$ cat src/include/mbrfh_defines.svh
// mbrfh_defines.svh: constants of the read-query handler (function codes, frame layout, limits).
// assumes it is included by its bare name before any code that uses the macros.
`ifndef MBRFH_DEFINES_SVH
`define MBRFH_DEFINES_SVH

// ----------------------------------------------------------------------------
// function and exception codes
// ----------------------------------------------------------------------------
`define MBRFH_FC_COILS 8'h01
`define MBRFH_FC_INPUTS 8'h02
`define MBRFH_FC_HOLD 8'h03
`define MBRFH_EXC_FLAG 8'h80
`define MBRFH_EXC_NONE 8'h00
`define MBRFH_EXC_ILL_FUNC 8'h01
`define MBRFH_EXC_ILL_ADDR 8'h02
`define MBRFH_EXC_ILL_VALUE 8'h03

// ----------------------------------------------------------------------------
// frame layout
// ----------------------------------------------------------------------------
`define MBRFH_STATION_MIN 8'h01
`define MBRFH_STATION_MAX 8'hf7
`define MBRFH_PROTO_ID 16'h0000
`define MBRFH_REQ_LEN 16'h0006
`define MBRFH_REQ_LAST_POS 4'hb
`define MBRFH_HDR_BYTES 16'h0006
`define MBRFH_PDU_FIXED 16'h0003
`define MBRFH_EXC_PDU 16'h0003
`define MBRFH_POS_COUNT 16'h0008
`define MBRFH_POS_DATA 16'h0009
`define MBRFH_MAX_BITS 16'h07d0
`define MBRFH_MAX_REGS 16'h007d

`endif

$ cat src/include/mbrfh_pkg.sv
// mbrfh_pkg.sv: types shared by the read-query handler.
// assumes nothing beyond a SystemVerilog compiler.
`default_nettype none
package mbrfh_pkg;
    // gray codes along receive -> check -> send
    typedef enum logic [1:0] {
        MBRFH_RECV = 2'b00,
        MBRFH_CHECK = 2'b01,
        MBRFH_SEND = 2'b11
    } mbrfh_state_e;
endpackage
`default_nettype wire

$ cat src/rtl/mbrfh_read_handler.sv
// mbrfh_read_handler.sv: server for read queries 0x01/0x02/0x03 carried in Modbus/TCP frames.
// assumes a byte stream of whole request frames (header included) in, and a byte stream of replies out.
`timescale 1ns/1ns
`default_nettype none
`include "mbrfh_defines.svh"

// Summary of operation
// A coil readback request is station, 0x01, start address, point count, 16-bit fields high byte first.
// Station numbers are 1 to 247; requests outside that range are dropped and replies echo the station.
// Function 0x01 returns the present output readback bits from the start address for the point count.
// Bit-read replies carry a byte count of (points+7)/8 after the function code, then the packed bytes.
// Data byte m holds points 8(m-1) to 8m-1 in bit positions 0 to 7, lowest point in bit 0.
// A failed read replies with the station, the function code with its top bit set, and an exception code.
// An input read request is station, 0x02, start address, point count, fields high byte first.
// Function 0x02 returns the input pin states packed eight per byte, lowest point first, count as for coils.
// A holding read request is station, 0x03, start address and word count, fields high byte first.
// A holding-register reply carries a byte count of twice the requested word count.
// Each returned word is sent as two bytes, high byte first then low byte.
// The holding space read by 0x03 is the whole word array, presets and settings included.
// The header length field equals the number of bytes after it: 6 in requests, 3 plus data in replies.
// Each frame opens with transaction id, protocol id zero and length, two bytes each.
// Only an error sets the top bit of the echoed function code; normal replies echo it unchanged.
// A range or count outside the implemented space gets an exception reply instead of data.
module mbrfh_read_handler #(
    parameter int NUM_COILS = 16,
    parameter int NUM_INPUTS = 16,
    parameter int NUM_HOLD = 16
) (
    // clock and reset
    input wire logic sys_clk,
    input wire logic nrst,
    // request byte stream
    input wire logic rxValid,
    input wire logic [7:0] rxData,
    input wire logic rxLast,
    output logic rxReady,
    // reply byte stream
    output logic txValid,
    output logic [7:0] txData,
    output logic txLast,
    input wire logic txReady,
    // data sources
    input wire logic [NUM_COILS-1:0] coilReadback,
    input wire logic [NUM_INPUTS-1:0] inputPinState,
    input wire logic [16*NUM_HOLD-1:0] outputWord
);

    typedef struct packed {
        mbrfh_pkg::mbrfh_state_e state;
        logic [3:0] rxPos;
        logic rxBad;
        logic [15:0] tid;
        logic [15:0] pid;
        logic [15:0] len;
        logic [7:0] station;
        logic [7:0] fc;
        logic [15:0] addr;
        logic [15:0] cnt;
        logic [7:0] exc;
        logic [7:0] dataCnt;
        logic [15:0] respLen;
        logic [15:0] txPos;
        logic [7:0] buf0;
        logic [7:0] buf1;
        logic last0;
        logic last1;
        logic v0;
        logic v1;
        logic rxReady;
        logic [NUM_INPUTS-1:0] pinMeta;
        logic [NUM_INPUTS-1:0] pinSync;
    } mbrfh_regs_s;

    mbrfh_regs_s r;
    mbrfh_regs_s next_r;

    // ------------------------------------------------------------------------
    // data byte assembly
    // ------------------------------------------------------------------------
    logic [15:0] dataIdx;
    logic [7:0] bitByte;
    logic [31:0] wordIdx;
    logic [15:0] wordVal;

    assign dataIdx = r.txPos - `MBRFH_POS_DATA;

    genvar j;
    for (j = 0; j < 8; j++) begin : g_bit
        logic [31:0] ofs;
        logic [31:0] pt;
        logic srcBit;
        assign ofs = 32'({dataIdx, 3'b000}) + 32'(j);
        assign pt = 32'(r.addr) + ofs;
        always_comb begin
            srcBit = 1'b0;
            if (r.fc == `MBRFH_FC_COILS) begin
                if (pt < 32'(NUM_COILS)) srcBit = coilReadback[pt];
            end else if (pt < 32'(NUM_INPUTS)) begin
                srcBit = r.pinSync[pt];
            end
        end
        // points past the count pad the last byte with zeros
        assign bitByte[j] = (ofs < 32'(r.cnt)) && srcBit;
    end

    assign wordIdx = 32'(r.addr) + 32'(dataIdx[15:1]);
    assign wordVal = (wordIdx < 32'(NUM_HOLD)) ? outputWord[wordIdx*16 +: 16] : 16'h0000;

    // ------------------------------------------------------------------------
    // next state
    // ------------------------------------------------------------------------
    always_comb begin
        logic [15:0] maxCnt;
        logic [31:0] space;
        logic [7:0] txByte;
        logic txEnd;
        logic push;
        maxCnt = `MBRFH_MAX_BITS;
        space = 32'(NUM_COILS);
        txByte = 8'h00;
        txEnd = 1'b0;
        push = 1'b0;
        next_r = r;
        next_r.pinMeta = inputPinState;
        next_r.pinSync = r.pinMeta;

        // output buffer drains first, but a push needs r.v1 clear, so a slot freed from a full buffer is refilled a cycle later
        if (r.v0 && txReady) begin
            next_r.buf0 = r.buf1;
            next_r.last0 = r.last1;
            next_r.v0 = r.v1;
            next_r.v1 = 1'b0;
        end

        case (r.state)
            mbrfh_pkg::MBRFH_RECV: begin
                if (r.rxReady && rxValid) begin
                    case (r.rxPos)
                        4'h0: next_r.tid[15:8] = rxData;
                        4'h1: next_r.tid[7:0] = rxData;
                        4'h2: next_r.pid[15:8] = rxData;
                        4'h3: next_r.pid[7:0] = rxData;
                        4'h4: next_r.len[15:8] = rxData;
                        4'h5: next_r.len[7:0] = rxData;
                        4'h6: next_r.station = rxData;
                        4'h7: next_r.fc = rxData;
                        4'h8: next_r.addr[15:8] = rxData;
                        4'h9: next_r.addr[7:0] = rxData;
                        4'ha: next_r.cnt[15:8] = rxData;
                        4'hb: next_r.cnt[7:0] = rxData;
                        default: next_r.rxBad = 1'b1;
                    endcase
                    if (r.rxPos != 4'hf) next_r.rxPos = r.rxPos + 4'h1;
                    if (rxLast) begin
                        next_r.rxPos = 4'h0;
                        next_r.rxBad = 1'b0;
                        if (!r.rxBad && r.rxPos == `MBRFH_REQ_LAST_POS) next_r.state = mbrfh_pkg::MBRFH_CHECK;
                    end
                end
            end
            mbrfh_pkg::MBRFH_CHECK: begin
                next_r.state = mbrfh_pkg::MBRFH_SEND;
                next_r.txPos = 16'h0000;
                if (r.fc == `MBRFH_FC_HOLD) begin
                    maxCnt = `MBRFH_MAX_REGS;
                    space = 32'(NUM_HOLD);
                end else if (r.fc == `MBRFH_FC_INPUTS) begin
                    space = 32'(NUM_INPUTS);
                end
                if (r.fc != `MBRFH_FC_COILS && r.fc != `MBRFH_FC_INPUTS && r.fc != `MBRFH_FC_HOLD)
                    next_r.exc = `MBRFH_EXC_ILL_FUNC;
                else if (r.cnt == 16'h0000 || r.cnt > maxCnt)
                    next_r.exc = `MBRFH_EXC_ILL_VALUE;
                else if (32'(r.addr) + 32'(r.cnt) > space)
                    next_r.exc = `MBRFH_EXC_ILL_ADDR;
                else
                    next_r.exc = `MBRFH_EXC_NONE;
                if (r.fc == `MBRFH_FC_HOLD) next_r.dataCnt = r.cnt[6:0] * 8'h02;
                else next_r.dataCnt = 8'((r.cnt + 16'h0007) >> 3);
                if (next_r.exc != `MBRFH_EXC_NONE) next_r.respLen = `MBRFH_EXC_PDU;
                else next_r.respLen = `MBRFH_PDU_FIXED + 16'(next_r.dataCnt);
                // malformed header or out-of-range station: drop silently
                if (r.pid != `MBRFH_PROTO_ID || r.len != `MBRFH_REQ_LEN) next_r.state = mbrfh_pkg::MBRFH_RECV;
                if (r.station < `MBRFH_STATION_MIN || r.station > `MBRFH_STATION_MAX)
                    next_r.state = mbrfh_pkg::MBRFH_RECV;
            end
            mbrfh_pkg::MBRFH_SEND: begin
                case (r.txPos)
                    16'h0000: txByte = r.tid[15:8];
                    16'h0001: txByte = r.tid[7:0];
                    16'h0002: txByte = 8'(`MBRFH_PROTO_ID >> 8);
                    16'h0003: txByte = 8'(`MBRFH_PROTO_ID);
                    16'h0004: txByte = r.respLen[15:8];
                    16'h0005: txByte = r.respLen[7:0];
                    16'h0006: txByte = r.station;
                    16'h0007: txByte = (r.exc != `MBRFH_EXC_NONE) ? (r.fc | `MBRFH_EXC_FLAG) : r.fc;
                    16'h0008: txByte = (r.exc != `MBRFH_EXC_NONE) ? r.exc : r.dataCnt;
                    default: begin
                        if (r.fc == `MBRFH_FC_HOLD) txByte = dataIdx[0] ? wordVal[7:0] : wordVal[15:8];
                        else txByte = bitByte;
                    end
                endcase
                txEnd = (r.txPos == `MBRFH_HDR_BYTES + r.respLen - 16'h0001);
                push = !r.v1;
                if (push) begin
                    if (!next_r.v0) begin
                        next_r.buf0 = txByte;
                        next_r.last0 = txEnd;
                        next_r.v0 = 1'b1;
                    end else begin
                        next_r.buf1 = txByte;
                        next_r.last1 = txEnd;
                        next_r.v1 = 1'b1;
                    end
                    next_r.txPos = r.txPos + 16'h0001;
                    if (txEnd) next_r.state = mbrfh_pkg::MBRFH_RECV;
                end
            end
            default: next_r.state = mbrfh_pkg::MBRFH_RECV;
        endcase
        // one request at a time: intake closes from request end until the last reply byte is queued, not until it drains
        next_r.rxReady = (next_r.state == mbrfh_pkg::MBRFH_RECV);
    end

    // ------------------------------------------------------------------------
    // state register
    // ------------------------------------------------------------------------
    always_ff @(posedge sys_clk or negedge nrst) begin
        if (!nrst) begin
            r <= '0;
        end else begin
            r <= next_r;
        end
    end

    assign rxReady = r.rxReady;
    assign txValid = r.v0;
    assign txData = r.buf0;
    assign txLast = r.last0;

endmodule // mbrfh_read_handler
`default_nettype wire

$ cat config.mk
export PLATFORM = sky130hd
export DESIGN_NAME = mbrfh_read_handler
export DESIGN_NICKNAME = d
export VERILOG_FILES = /design/src/include/mbrfh_pkg.sv /design/src/rtl/mbrfh_read_handler.sv
export VERILOG_INCLUDE_DIRS = /design/src /design/src/include
export SDC_FILE = /design/constraint.sdc
export NUM_CORES = 1
export LEC_CHECK = 0
export ABC_AREA = 0
export ABC_CLOCK_PERIOD_IN_PS = 14200
export BUFFER_PORTS_ARGS = -buffer_cell sky130_fd_sc_hd__buf_4
export CAP_MARGIN = 0
export CORE_MARGIN = 1.5
export CORE_UTILIZATION = 24
export CTS_CLUSTER_DIAMETER = 200
export DETAILED_ROUTE_END_ITERATION = 8
export PLACE_DENSITY_LB_ADDON = 0.08
export SETUP_SLACK_MARGIN = 0.4
export SLEW_MARGIN = 0
export SYNTH_ARGS = -nofsm -noshare
export SYNTH_HDL_FRONTEND = slang
export SYNTH_SLANG_ARGS = --single-unit
$ cat constraint.sdc
create_clock -name sys_clk -period 14.2 [get_ports sys_clk]
set_clock_uncertainty 0.15 [all_clocks]
set_input_delay 1.42 -clock sys_clk [delete_from_list [all_inputs] [get_ports sys_clk]]
set_output_delay 1.42 -clock sys_clk [all_outputs]
set_load 0.1 [all_outputs]
---- Yosys cells after proc, flatten, opt, wreduce, memory -nomap -nowiden ----
Cells that the tools add are included.
storage, ports and cells
  register bits ........................... 204
  latch bits .............................. 0
  memory bits (writable) .................. 0
  bits in read-only memories .............. 0
  word-level logic and storage cells ...... 264
  memories kept ........................... 0
operators by class
  $add $sub $neg .......................... 24
  multipliers ............................. 0
  div/mod/pow operators ................... 0
  order comparisons ....................... 29
  equal/unequal tests ..................... 31
  shift-type cells ........................ 1
  muxes and demuxes ....................... 105
  bitwise gates (word level) .............. 1
  reductions and logical operators ........ 45
operators with widths
  kind                                                         count
  less-than comparator 21 x 5 -> 1 bit, second input constant  14
  variable part select 256 x 22 -> 16 bit                      1
  2-to-1 mux 8 bit                                             22
  adder 16 x 20 -> 21 bit                                      7
  less-than comparator 20 x 16 -> 1 bit                        7
  2-to-1 mux 103 bit                                           1
  adder 19 x 3 -> 20 bit, second input constant                4
  binary-select mux 1 bit (select 4 bit)                       16
  equality test 16 x 3 -> 1 bit, second input constant         4
  case mux 8 bit (8 select lines)                              1
  2-to-1 mux 1 bit                                             45
  AND reduction 3 bit                                          15
  adder 19 x 2 -> 20 bit, second input constant                2
  less-than comparator 20 x 5 -> 1 bit, second input constant  2
  2-to-1 mux 36 bit                                            1
  equality test 16 x 2 -> 1 bit, second input constant         2
  greater-than comparator 17 x 32 -> 1 bit                     1
  logical NOT 16 bit                                           2
  2-to-1 mux 16 bit                                            2
  2-to-1 mux 32 bit                                            1
  case mux 16 bit (2 select lines)                             1
  adder 16 x 19 -> 20 bit                                      1
  adder 19 x 1 -> 20 bit, second input constant                1
  2-to-1 mux 20 bit                                            1
  49 further kinds                                             82

---- Longest topological paths before layout ----
  depth in word-level cells ............... 13
  mapped depth ............................ 19
  mapped depth without buffers ............ 16

---- Least setup slack after synthesis ----
Ideal clock, no wire load.
  kind .................................... reg-to-reg
  start ................................... reg r[53] (netlist bit)
  end ..................................... reg r[39] (netlist bit)
  arrival time ............................ 4.330 ns
  required time ........................... 13.924 ns
  path slack .............................. 9.594 ns
  stages on the path, launching flop included .. 16
  path buffers ............................ 4
  cell sequence ........................... dfrtp_1 -> buf_1 -> inv_1 -> ha_1 -> inv_1 -> ha_1 -> inv_1 -> fa_1 -> clkbuf_1 -> buf_1 -> clkbuf_1 -> mux4_2 -> mux4_2 -> mux2i_1 -> o211a_1 -> o21ai_0
between the ends
  word-level cells in the longest chain between the ends .. 10
  elaborated cells between the ends (all ways) .. 30
  classes of those cells .................. add/sub (4); order compare (3); eq/ne (8); shift (1); mux (11); reduce/logical (3)
ends and longest elaborated chain
  what                                                             RTL line                   RTL
  from (decl)                                                      mbrfh_read_handler.sv:74   mbrfh_regs_s r;
  from (signal assigned)                                           mbrfh_read_handler.sv:232  r <= next_r;
  branches (longest 9 deep; another with adder 16 x 20 -> 21 bit)  n/a
  case mux 8 bit (8 select lines) *                                mbrfh_read_handler.sv:188  case (r.txPos)
Mark *: on every way between the ends. The select of a mux whose other input is x is not followed.
A chain may end at the register's enable or synchronous reset.

==> qor.txt <==
Flop pwr share: 33.1%
layout cells sized above 1: 29.4%
commonest non-fill, non-tap cell in the layout: buf_4
Starting Density: 24.3%
clock buffer depth: 2
ANT cells: 0
Static Leak: 9.26 nW
largest net degree at the start of global routing: 86
DR vias: 16983
post-cts repair resize count: 0
final wirelength: 79200 um
Die ar.: 0.0772 mm2
Post-Syn Nets: 2289
type of the most critical hold path: reg -> reg
Finish-stage setup viols: 0
sequential area share after synthesis: 26.4%
clk slew on worst S/H paths: 0.08 ns
design area: 0.0219 mm2
clk_lat worst skew: 0.49 ns
Die X: 278 um
status: finished, final reports clean
Synth Cell Area: 0.0181 mm2
syn_area_per_cell: 9.56 um2
Post-CTS Repair Setup Buffers: 0
setup TNS: 0 ns
total CTS buffers: 17
antenna-violating nets left: 0
Slew headroom: 11.0%
initial DRC count: 1450
I/O pins: 312
post-route core utilization: 29.4%
Min Hold Slack: 0.197 ns
routability cong.: 0.924
core footprint: 0.0746 mm2
area of the multi-input gates: 0.0125 mm2
NetSw: 0.000801 W
RSZ-0062 raised after global routing: no
Final min period: 6.20 ns
worst setup margin: 8.00 ns
vias per inst: 5.48
CTS tree: yes
Least-Margin Pin Slew: 1.30 ns
Logic pwr share: 42.4%
internal power: 0.00126 W
GRT Residual Overflow: 0
critical path launch point type: flip-flop
hpwl dp: 64700 um
Pwr Density: 93.9 mW/mm2
sw frac: 38.9%
Worst Path Required: 14.46 ns
register area: 0.00478 mm2
vias in the first global route: 17266
DP Area: 0.0213 mm2
ys flop type: dfrtp_1
Layout area overhead: 20.9%
most frequent cells in the layout: buf_4, dfrtp_1, nand2_1
number of synthesized flops with an enable pin: 0
First-pass DRT Iterations: 6
# Max-Cap Violations: 0
Peak VDD IR: 0.0649 mV
H-Tree Level Count: 4
post-synth cell types: 90
Routed WL per cell: 25.6 um
CP Capture Type: flip-flop
Yosys warning count: 0
Remaining DRCs: 0
Clk pwr share: 24.4%
Net count, final: 2512
FFs w/ async S/R, synth: 100%
initial antenna violation count: 1
number of buffers inserted by port buffering: 311
Syn Inst Count: 1896
Die Y: 278 um
GRT Overall Usage: 20.4%
Max Clk Rate: 161 MHz
arrival time worst endpoint: 6.46 ns
Seq cells post-synth: 191
critical path class: reg -> reg
Max Fanout on Critical Path: 24
pre-CTS setup slack: 8.16 ns
Pins Over Slew Limit: 0
Hold-fix buffers, CTS: 0
first-pass GRT wire length: 118000 um
Sink Count: 191
Rows: 100
final hold vios: 0
root buffer cell: clkbuf_16
Filler Cell Count: 7916
Period Utilization, post-route: 43.6%
## cell usage after synthesis, drive strengths merged, types with 10 or more instances
library cell    n  area, um2
nor4           37        246
a211oi         19        143
a22oi          13       97.6
and3           20        126
and4           11        100
ha             88       1100
nand3          63        315
nor2b          18        113
xnor2          66        578
inv            71        267
dfrtp         191       4780
a21o           19        143
mux2          101       1140
or2            12       75.1
xor2           35        307
o21ai         115        576
nor3           51        260
a31oi          22        138
nor2           77        289
buf            39        234
mux4          122       2750
nand2         164        618
mux2i          45        450
nand2b         10       62.6
o2111ai        16        140
nand4          43        269
and2           16        100
a2111oi        14        123
clkbuf         92        357
a21oi         104        521
or3            14       88.8
a221oi         10       87.6
o211ai         26        195
## metrics by stage
stage / instances / total power (W)
2_1_floorplan: 1896 / 0.00123
3_3_place_gp: 3069 / 0.00157
3_5_place_dp: 3069 / 0.00156
4_1_cts: 3100 / 0.00208
5_1_grt: 3100 / 0.00218
6_report: 3100 / 0.00206
## sequential cells by signal, summed over array words and instances, names as in the netlist, named ones only
name / cells
r: 163
txValid: 1
rxReady: 1
txLast: 1
txData: 8
next_r: 16
## layout make-up
cell class	count	area share (%)
tap	969	5.53
sequential	191	21.8
inverter	71	1.22
timing repair buffer	336	11.5
clock buffer	17	1.94
clock inverter	14	0.862
multi-input combinational	1502	57.1
## worst max-delay path, stage by stage, from the launching register on
cell and delay (ns):
dfrtp_1 0.71, o31ai_1 0.54, nand2_1 0.21, o41ai_1 0.28, o21ai_0 0.40, ha_1 0.68, a21oi_1 0.44, a21boi_0 0.60
o21ai_0 0.44, or3_1 0.45, a221o_1 0.33, nor4_1 0.40, a32oi_1 0.27, a31oi_1 0.22
## power by group through the flow
stage	Combinational [W]	Clock, W	Sequential (W)
after detailed placement	0.000870	0	0.000693
after floorplan	0.000561	0	0.000665
after CTS	0.000874	0.000523	0.000682
after global routing	0.000942	0.000545	0.000692
final	0.000873	0.000503	0.000682
after global placement	0.000878	0	0.000691
## routing by layer
| metal | routed length, um | global-route usage (%) | vias to the layer above |
|---|---|---|---|
| li1 | - | - | 7774 |
| met1 | 35800 | 27.6 | 8553 |
| met2 | 38400 | 34.4 | 589 |
| met3 | 3320 | 2.21 | 67 |
| met4 | 1650 | 5.13 | 0 |
| met5 | 0 | 0 | - |
## logic make-up after synthesis
kind of cell	Yosys count	synth area share, %
AOI/OAI and AO/OA	465	17.0
xor gates and xnor gates	101	4.88
and+or+nand+nor	576	16.5
adders and majority gates	92	6.51
buffers and inverters	203	4.80
DFF	191	26.4
muxes	268	23.9
## path summary, 6_finish.rpt
| check | from | to | slack (ns) | depth (start not counted) |
|---|---|---|---|---|
| min in group asynchronous | nrst | next_r[15]$_DFF_PN0_ | 0.79 | 1 |
| worst min register to register | next_r[8]$_DFF_PN0_ | r[8]$_DFF_PN0_ | 0.20 | 0 |
| worst max register to register | r[55]$_DFFE_PN0P_ | txData[3]$_DFF_PN0_ | 8.00 | 13 |
| max in group asynchronous | nrst | r[86]$_DFFE_PN0P_ | 11.70 | 2 |
| worst min-delay path | next_r[8]$_DFF_PN0_ | r[8]$_DFF_PN0_ | 0.20 | 0 |
| worst max-delay path | r[55]$_DFFE_PN0P_ | txData[3]$_DFF_PN0_ | 8.00 | 13 |
(Power assumes the default switching activity.)
